**src/core/pdio_pkg.sv**
```systemverilog
// package: register map, field positions and reset values of the digital io block
package pdio_pkg;

  // second address region offsets
  localparam logic [4:0] OFS_INPUT_LEVELS     = 5'h00;
  localparam logic [4:0] OFS_OUTPUT_LEVELS    = 5'h01;
  localparam logic [4:0] OFS_EDGE_IRQ_ENABLE  = 5'h02;
  localparam logic [4:0] OFS_EDGE_POLARITY    = 5'h03;
  localparam logic [4:0] OFS_EDGE_EVENT_FLAGS = 5'h07;
  localparam logic [4:0] OFS_BEEPER_CONTROL   = 5'h11;
  // first address region offset
  localparam logic [4:0] OFS_LOGIC_REVISION   = 5'h1f;

  // beeper field positions
  localparam int BEEPER_ON_BIT       = 0;
  localparam int BEEP_PATTERN_LO_BIT = 1;
  localparam int BEEP_PATTERN_HI_BIT = 2;

  // reset values
  localparam logic [7:0] RST_OUTPUT_LEVELS = 8'h00;
  localparam logic [1:0] RST_EDGE_ENABLE   = 2'h0;
  localparam logic [1:0] RST_EDGE_POLARITY = 2'h0;
  localparam logic [1:0] RST_EDGE_FLAGS    = 2'h0;
  localparam logic [2:0] RST_BEEPER        = 3'h0;

  // beep patterns
  typedef enum logic [1:0] {
    PDIO_BEEP_CONT   = 2'h0,
    PDIO_BEEP_SHORT  = 2'h1,
    PDIO_BEEP_MIDDLE = 2'h2,
    PDIO_BEEP_LONG   = 2'h3
  } pdio_beep_t;

  // beep timing, on and off half periods
  localparam int CLK_PERIOD_NS   = 5;
  localparam int BEEP_SHORT_MS   = 100;
  localparam int BEEP_MIDDLE_MS  = 250;
  localparam int BEEP_LONG_MS    = 500;
  localparam int BEEP_SHORT_CYC  = BEEP_SHORT_MS * 1000000 / CLK_PERIOD_NS;
  localparam int BEEP_MIDDLE_CYC = BEEP_MIDDLE_MS * 1000000 / CLK_PERIOD_NS;
  localparam int BEEP_LONG_CYC   = BEEP_LONG_MS * 1000000 / CLK_PERIOD_NS;

endpackage

```
**src/core/pdio_edge_chan.sv**
```systemverilog
// one edge interrupt channel: edge detect and sticky flag
`timescale 1ns/1ps
`default_nettype none
module pdio_edge_chan (
  input  wire logic clk,
  input  wire logic rst_n,
  input  wire logic line_in,
  input  wire logic enable,
  input  wire logic polarity,
  input  wire logic clear,
  output logic      flag
);
  import pdio_pkg::*;

  logic prev_ff;
  logic flag_ff;
  logic nxt_flag;
  logic hit;

  // previous line level
  always_ff @(posedge clk or negedge rst_n) begin
    if (!rst_n) begin
      prev_ff <= 1'b0;
    end else begin
      prev_ff <= line_in;
    end
  end

  // selected edge on an enabled line
  assign hit = enable & (polarity ? (line_in & ~prev_ff) : (~line_in & prev_ff));
  // set wins over clear
  assign nxt_flag = hit | (flag_ff & ~clear);

  // sticky flag
  always_ff @(posedge clk or negedge rst_n) begin
    if (!rst_n) begin
      flag_ff <= 1'b0;
    end else begin
      flag_ff <= nxt_flag;
    end
  end

  assign flag = flag_ff;

  a_flag_sets_on_edge: assert property (@(posedge clk) disable iff (!rst_n)
    hit |=> flag) else $error("edge not flagged");
  a_flag_clear_works: assert property (@(posedge clk) disable iff (!rst_n)
    (clear && !hit) |=> !flag) else $error("flag not cleared");
  a_flag_holds_quiet: assert property (@(posedge clk) disable iff (!rst_n)
    (flag && !clear) |=> flag) else $error("flag lost without clear");
  a_flag_needs_cause: assert property (@(posedge clk) disable iff (!rst_n)
    (!flag && !enable) |=> !flag) else $error("flag set while disabled");

endmodule // pdio_edge_chan
`default_nettype wire

```
**src/core/pdio_top.sv**
```systemverilog
// register block for the pci digital io port with edge interrupts and beeper
`timescale 1ns/1ps
`default_nettype none
module pdio_top #(
  parameter int NUM_IN        = 8,
  parameter int NUM_OUT       = 8,
  parameter int NUM_EDGE      = 2,
  parameter logic [7:0] REVISION = 8'h01, // arbitrary value
  parameter int SHORT_CYC     = pdio_pkg::BEEP_SHORT_CYC,
  parameter int MIDDLE_CYC    = pdio_pkg::BEEP_MIDDLE_CYC,
  parameter int LONG_CYC      = pdio_pkg::BEEP_LONG_CYC
) (
  input  wire logic               clk,
  input  wire logic               rst_n,
  input  wire logic               reg_sel0,
  input  wire logic               reg_sel1,
  input  wire logic [4:0]         reg_addr,
  input  wire logic               reg_wr,
  input  wire logic               reg_rd,
  input  wire logic [7:0]         reg_wdata,
  output logic      [7:0]         reg_rdata,
  input  wire logic [NUM_IN-1:0]  input_lines,
  output logic      [NUM_OUT-1:0] output_lines,
  output logic                    beeper_out,
  output logic                    irq_req
);
  import pdio_pkg::*;

  logic [NUM_OUT-1:0]  out_ff;
  logic [NUM_EDGE-1:0] ena_ff;
  logic [NUM_EDGE-1:0] pol_ff;
  logic [2:0]          beep_ff;
  logic [7:0]          rdata_ff;
  logic [7:0]          nxt_rdata;
  logic [NUM_EDGE-1:0] flags;
  logic [NUM_EDGE-1:0] clr;
  logic                wr1;
  logic                wr0_unused;
  logic [31:0]         beep_cnt_ff;
  logic                tone_ff;
  logic [31:0]         half_cyc;
  logic                irq_ff;

  // write strobes of region one and of region zero
  assign wr1 = reg_sel1 & reg_wr;
  assign wr0_unused = reg_sel0 & reg_wr;

  // output lines register
  always_ff @(posedge clk or negedge rst_n) begin
    if (!rst_n) begin
      out_ff <= RST_OUTPUT_LEVELS[NUM_OUT-1:0];
    end else if (wr1 && reg_addr == OFS_OUTPUT_LEVELS) begin
      out_ff <= reg_wdata[NUM_OUT-1:0];
    end
  end

  // edge enable and polarity registers
  always_ff @(posedge clk or negedge rst_n) begin
    if (!rst_n) begin
      ena_ff <= RST_EDGE_ENABLE;
      pol_ff <= RST_EDGE_POLARITY;
    end else begin
      if (wr1 && reg_addr == OFS_EDGE_IRQ_ENABLE) begin
        ena_ff <= reg_wdata[NUM_EDGE-1:0];
      end
      if (wr1 && reg_addr == OFS_EDGE_POLARITY) begin
        pol_ff <= reg_wdata[NUM_EDGE-1:0];
      end
    end
  end

  // beeper control register
  always_ff @(posedge clk or negedge rst_n) begin
    if (!rst_n) begin
      beep_ff <= RST_BEEPER;
    end else if (wr1 && reg_addr == OFS_BEEPER_CONTROL) begin
      beep_ff <= reg_wdata[2:0];
    end
  end

  // write-one clear of the flags
  assign clr = (wr1 && reg_addr == OFS_EDGE_EVENT_FLAGS) ? reg_wdata[NUM_EDGE-1:0] : '0;

  // edge channels
  for (genvar i = 0; i < NUM_EDGE; i++) begin : g_edge
    pdio_edge_chan u_chan (
      .clk      (clk),
      .rst_n    (rst_n),
      .line_in  (input_lines[i]),
      .enable   (ena_ff[i]),
      .polarity (pol_ff[i]),
      .clear    (clr[i]),
      .flag     (flags[i])
    );
  end

  // interrupt request follows the flags
  always_ff @(posedge clk or negedge rst_n) begin
    if (!rst_n) begin
      irq_ff <= 1'b0;
    end else begin
      irq_ff <= |flags;
    end
  end
  assign irq_req = irq_ff;

  // read mux
  always_comb begin
    nxt_rdata = 8'h00;
    if (reg_sel0) begin
      if (reg_addr == OFS_LOGIC_REVISION) begin
        nxt_rdata = REVISION;
      end
    end else if (reg_sel1) begin
      unique case (reg_addr)
        OFS_INPUT_LEVELS:     nxt_rdata = 8'(input_lines);
        OFS_OUTPUT_LEVELS:    nxt_rdata = 8'(out_ff);
        OFS_EDGE_IRQ_ENABLE:  nxt_rdata = 8'(ena_ff);
        OFS_EDGE_POLARITY:    nxt_rdata = 8'(pol_ff);
        OFS_EDGE_EVENT_FLAGS: nxt_rdata = 8'(flags);
        OFS_BEEPER_CONTROL:   nxt_rdata = {5'h00, beep_ff};
        default:              nxt_rdata = 8'h00;
      endcase
    end
  end

  // registered read data, loaded on a read
  always_ff @(posedge clk or negedge rst_n) begin
    if (!rst_n) begin
      rdata_ff <= 8'h00;
    end else if (reg_rd) begin
      rdata_ff <= nxt_rdata;
    end
  end
  assign reg_rdata = rdata_ff;
  assign output_lines = out_ff;

  // half period of the selected pattern
  always_comb begin
    unique case (pdio_beep_t'(beep_ff[BEEP_PATTERN_HI_BIT:BEEP_PATTERN_LO_BIT]))
      PDIO_BEEP_SHORT:  half_cyc = 32'(SHORT_CYC);
      PDIO_BEEP_MIDDLE: half_cyc = 32'(MIDDLE_CYC);
      PDIO_BEEP_LONG:   half_cyc = 32'(LONG_CYC);
      default:          half_cyc = 32'h0;
    endcase
  end

  // beep gating: continuous or on/off cadence
  always_ff @(posedge clk or negedge rst_n) begin
    if (!rst_n) begin
      beep_cnt_ff <= 32'h0;
      tone_ff     <= 1'b0;
    end else if (!beep_ff[BEEPER_ON_BIT]) begin
      beep_cnt_ff <= 32'h0;
      tone_ff     <= 1'b0;
    end else if (half_cyc == 32'h0) begin
      beep_cnt_ff <= 32'h0;
      tone_ff     <= 1'b1;
    end else if (beep_cnt_ff + 32'h1 >= half_cyc) begin
      beep_cnt_ff <= 32'h0;
      tone_ff     <= ~tone_ff;
    end else begin
      beep_cnt_ff <= beep_cnt_ff + 32'h1;
    end
  end
  assign beeper_out = tone_ff;

  a_out_follows_write: assert property (@(posedge clk) disable iff (!rst_n)
    (wr1 && reg_addr == OFS_OUTPUT_LEVELS) |=> output_lines == $past(reg_wdata)) else $error("outputs wrong");
  a_region0_write_ignored: assert property (@(posedge clk) disable iff (!rst_n)
    (wr0_unused && !wr1) |=> $stable(output_lines)) else $error("region zero write changed outputs");
  a_input_read_value: assert property (@(posedge clk) disable iff (!rst_n)
    (reg_rd && reg_sel1 && !reg_sel0 && reg_addr == OFS_INPUT_LEVELS) |=> reg_rdata == $past(input_lines))
    else $error("input read wrong");
  a_enable_read_back: assert property (@(posedge clk) disable iff (!rst_n)
    (wr1 && reg_addr == OFS_EDGE_IRQ_ENABLE) |=> ena_ff == $past(reg_wdata[1:0])) else $error("enable not stored");
  a_polarity_read_back: assert property (@(posedge clk) disable iff (!rst_n)
    (wr1 && reg_addr == OFS_EDGE_POLARITY) |=> pol_ff == $past(reg_wdata[1:0])) else $error("polarity not stored");
  a_flags_read_value: assert property (@(posedge clk) disable iff (!rst_n)
    (reg_rd && reg_sel1 && !reg_sel0 && reg_addr == OFS_EDGE_EVENT_FLAGS) |=> reg_rdata == 8'($past(flags)))
    else $error("flag read wrong");
  a_irq_tracks_flags: assert property (@(posedge clk) disable iff (!rst_n)
    (|flags) |=> irq_req) else $error("irq missing");
  a_irq_drops_clear: assert property (@(posedge clk) disable iff (!rst_n)
    (flags == '0) |=> !irq_req) else $error("irq stuck");
  a_beeper_off_silent: assert property (@(posedge clk) disable iff (!rst_n)
    !beep_ff[BEEPER_ON_BIT] |=> !beeper_out) else $error("beeper sounds while off");
  a_beep_cont_on: assert property (@(posedge clk) disable iff (!rst_n)
    (beep_ff == 3'h1) |=> beeper_out) else $error("continuous beep silent");

  c_irq_raised: cover property (@(posedge clk) disable iff (!rst_n) $rose(irq_req));
  c_irq_cleared: cover property (@(posedge clk) disable iff (!rst_n) $fell(irq_req));
  c_both_flags: cover property (@(posedge clk) disable iff (!rst_n) flags == 2'h3);
  c_beep_toggle: cover property (@(posedge clk) disable iff (!rst_n) beep_ff[0] && $fell(beeper_out));

endmodule // pdio_top
`default_nettype wire

```
**config.mk**
```make
export PLATFORM = sky130hd
export DESIGN_NAME = pdio_top
export DESIGN_NICKNAME = d
export VERILOG_FILES = /design/src/core/pdio_pkg.sv /design/src/core/pdio_edge_chan.sv /design/src/core/pdio_top.sv
export SDC_FILE = /design/constraint.sdc
export NUM_CORES = 1
export LEC_CHECK = 0
export BUFFER_PORTS_ARGS = -buffer_cell sky130_fd_sc_hd__clkbuf_2
export CORE_AREA = 2 2 84 86
export CTS_CLUSTER_DIAMETER = 100
export DETAILED_ROUTE_END_ITERATION = 6
export DIE_AREA = 0 0 86 88
export GPL_ROUTABILITY_DRIVEN = 1
export HOLD_SLACK_MARGIN = 0.05
export PLACE_DENSITY_LB_ADDON = 0.12
export SETUP_SLACK_MARGIN = 0.1
export SKIP_CTS_REPAIR_TIMING = 1
export SLEW_MARGIN = 20
export SYNTH_ARGS = -nofsm -noshare
export SYNTH_HDL_FRONTEND = slang
export SYNTH_HIERARCHICAL = 1
export SYNTH_SLANG_ARGS = --single-unit
```
**constraint.sdc**
```tcl
create_clock -name clk -period 3.6 [get_ports clk]
set_input_delay 0.36 -clock clk [delete_from_list [all_inputs] [get_ports clk]]
set_output_delay 0.36 -clock clk [all_outputs]
set_load 0.02 [all_outputs]
```
==> impl_metrics.json <==
{
  "outcome": "finished clean",
  "yosysTopAreaCell": "dfrtp_1",
  "fin_crit_sh": 0.930,
  "drc_errors": 0,
  "clkPwrFrac": 0.405,
  "grt_pass1_vias": 2602,
  "hpwl_um": 5440,
  "p_leak_uw": 0.00197,
  "p_sw_uw": 435,
  "cts_sinks": 61,
  "comb_power_share": 0.139,
  "drive_above_1_share": 0.283,
  "dp_slack_ns": 0.111,
  "powerDensity_mw_per_mm2": 409,
  "worst-setup-path-type": "flip-flop to flip-flop",
  "worstReg2RegStart": "beep_cnt_ff[13]$_DFF_PN0_",
  "regArea_mm2": 0.00153,
  "cts_buffers": 9,
  "hold_path.class": "input pin to async pin",
  "synth_cell_types": 55,
  "cts_tree": "yes",
  "crit_chain": "nand3_2 > or4_4 > nor2_1 > nand3_1 > xnor2_1 > ha_1 > nand4_1 > or3_1 > nor3_2 > a22oi_2 > nand4b_4 > buf_6 > and2b_1",
  "die_width_um": 86,
  "tightest_slew_ns": 0.922,
  "fin_util": 0.620,
  "rows": 30,
  "routedWlPerCell_um": 15.5,
  "final_hold_viol_count": 0,
  "via_count": 2631,
  "path_depth": 13,
  "yosys.area.top_type_share": 0.447,
  "antenna_found_initial": 0,
  "startpoint_type": "flip-flop",
  "first_pass_iters": 4,
  "arrival_ns": 3.57,
  "ys.flop_type": "dfrtp_1",
  "setup_viol": 0,
  "maxSlewViolCount": 0,
  "viasPerCell": 5.48,
  "ys_seq_area_frac": 0.447,
  "final_nets": 442,
  "synth_seq_cells": 61,
  "grt_max_degree": 35,
  "diodes": 0,
  "slowest_delay_ns": 0.61,
  "synth_area_leaders": "dfrtp_1 (45%), ha_1 (7.3%), xnor2_1 (4.4%)",
  "first_iter_violations": 111,
  "p_seq_frac": 0.456,
  "stdcell_count": 480,
  "cp_slowest_cell": "or4_4",
  "multi_input_area_mm2": 0.00185,
  "grt_pass1_wl_um": 12200,
  "cts.path.max_buffers": 2,
  "h-tree-depth": 3,
  "io_pins": 45,
  "synth_edf_count": 0,
  "place_inst": 456,
  "synth_cells": 324,
  "portBuffers": 44,
  "mappedNetlistArea_mm2": 0.00342,
  "synthToLayoutAreaGrowth_pct": 20.6,
  "ant_nets": 0,
  "worst_slack_ns": 0.252,
  "fp.dieH_um": 88,
  "r2r_slack_ns": 0.25,
  "clkTransAtPathRegs_ns": 0.07,
  "drv_cap": 0,
  "track_usage": 0.207,
  "start_util": 0.515,
  "max_slew_margin": 0.380,
  "gp_congestion": 0.844,
  "crit_path_end_kind": "flip-flop",
  "worstPathRequired_ns": 3.82,
  "r2r_cells": 13,
  "ir_worst_vdd_mv": 0.226,
  "synth_area_per_cell_um2": 10.6,
  "fillers": 555,
  "async_flop_share": 1.00,
  "root_buffer": "clkbuf_8",
  "worstPathMaxFanout": 17,
  "core_mm2": 0.00664,
  "fin_crit_ns": 3.35,
  "yosysWarnings": 6,
  "rsz0062_at_grt": "no",
  "fmax_ghz": 0.299,
  "clk_latency_ns": 0.33,
  "die_area_mm2": 0.00757,
  "p_int_uw": 1250,
  "cp_top_family": "simple AND/OR/NAND/NOR gates",
  "grt-ovfl-total": 0,
  "rr_endpoint": "beep_cnt_ff[10]$_DFF_PN0_",
  "setup_tns_ns": 0,
  "crit_buf_inv": 1,
  "sw_frac_of_total": 0.258,
  "drt_wl_total_um": 7440,
  "clock_skew_ns": 0.00872
}
## layout by cell type, fill, tap and decap left out, drive strengths merged, types with 2 or more instances in the layout
| cell type | n |
|---|---|
| conb | 5 |
| a211oi | 3 |
| nor4 | 6 |
| mux2 | 12 |
| nor2 | 24 |
| nand2 | 22 |
| o22ai | 7 |
| or2 | 2 |
| nor3 | 12 |
| buf | 17 |
| o21ai | 10 |
| xor2 | 9 |
| clkinv | 2 |
| or3 | 2 |
| nand4bb | 2 |
| nand2b | 3 |
| dfrtp | 61 |
| bufinv | 2 |
| xnor2 | 17 |
| a22oi | 6 |
| ha | 20 |
| and2 | 2 |
| nand4b | 3 |
| o31ai | 2 |
| inv | 17 |
| and3 | 3 |
| a222oi | 2 |
| a21oi | 4 |
| clkbuf | 56 |
| nand3 | 17 |
| mux2i | 5 |
| and4 | 2 |
| nor2b | 16 |
| a31oi | 2 |
| nand4 | 11 |
| and2b | 3 |
## power groups by stage
stage          combinational (uW)  sequential, uW  clock, uW
2_1_floorplan                 117             802          0
3_3_place_gp                  226             782          0
3_5_place_dp                  230             783          0
4_1_cts                       233             770        701
5_1_grt                       263             778        731
6_report                      235             770        682
## cells in the mapped netlist (all sizes together), types with 5 or more instances
cell type / number
inv: 17
nand3: 17
dfrtp: 61
nand2: 22
nand4: 11
o22ai: 7
ha: 20
mux2i: 5
nor3: 12
nor2b: 16
nor4: 6
mux2: 12
xor2: 9
o21ai: 10
a22oi: 6
nor2: 24
xnor2: 17
## layout make-up
type | count | share of cell area
clock buffer | 12 | 0.0376
clock inverter | 4 | 0.0170
inverter | 17 | 0.0155
multi-input combinational | 245 | 0.449
sequential | 61 | 0.372
tap | 80 | 0.0243
timing repair buffer | 61 | 0.0853
## sequential cells by signal, summed over array words and instances, names as in the netlist, 2 cells and up
name and count:
pol_ff 2, output_lines 8, g_edge.u_chan/flag 2, beep_cnt_ff 32
g_edge.u_chan/prev_ff 2, beep_ff 3, ena_ff 2, reg_rdata 8
## kinds of logic after synthesis
logic type      Yosys count  share of synthesized area
mux                      18                     0.0608
flops                    61                      0.447
compound gates           44                     0.0886
buf+inv                  22                     0.0274
fa+ha+maj                20                     0.0732
simple gates            132                      0.236
xor+xnor                 26                     0.0666
other cells               1                    0.00110
## per-stage QoR
step	power, uW	hold WS, ns	instance area, um^2
floorplan	919	0.0644	3430
CTS	1700	0.149	4020
global placement	1010	0.481	3790
detailed placement	1010	0.484	3790
finish	1690	0.126	4120
global route	1770	0.172	4120
## how the worst max path moves through the flow
stage,from,to,slack [ns]
global placement,beep_cnt_ff[16]$_DFF_PN0_,beep_cnt_ff[8]$_DFF_PN0_,0.24
detailed placement,beep_cnt_ff[12]$_DFF_PN0_,beep_cnt_ff[8]$_DFF_PN0_,0.11
finish,beep_cnt_ff[13]$_DFF_PN0_,beep_cnt_ff[10]$_DFF_PN0_,0.25
global route,beep_cnt_ff[13]$_DFF_PN0_,beep_cnt_ff[10]$_DFF_PN0_,0.08
CTS,beep_cnt_ff[12]$_DFF_PN0_,beep_cnt_ff[10]$_DFF_PN0_,0.04
floorplan,beep_cnt_ff[12]$_DFF_PN0_,beeper_out$_DFFE_PN0P_,0.50
## metal layers
layer	wire length [um]	part of all wire	GRT usage
met5	0	0	0
met4	83	0.011	0.0563
met3	263	0.035	0.0481
met2	3500	0.47	0.323
met1	3590	0.48	0.291
No activity file was read; power rests on OpenSTA's default activity.
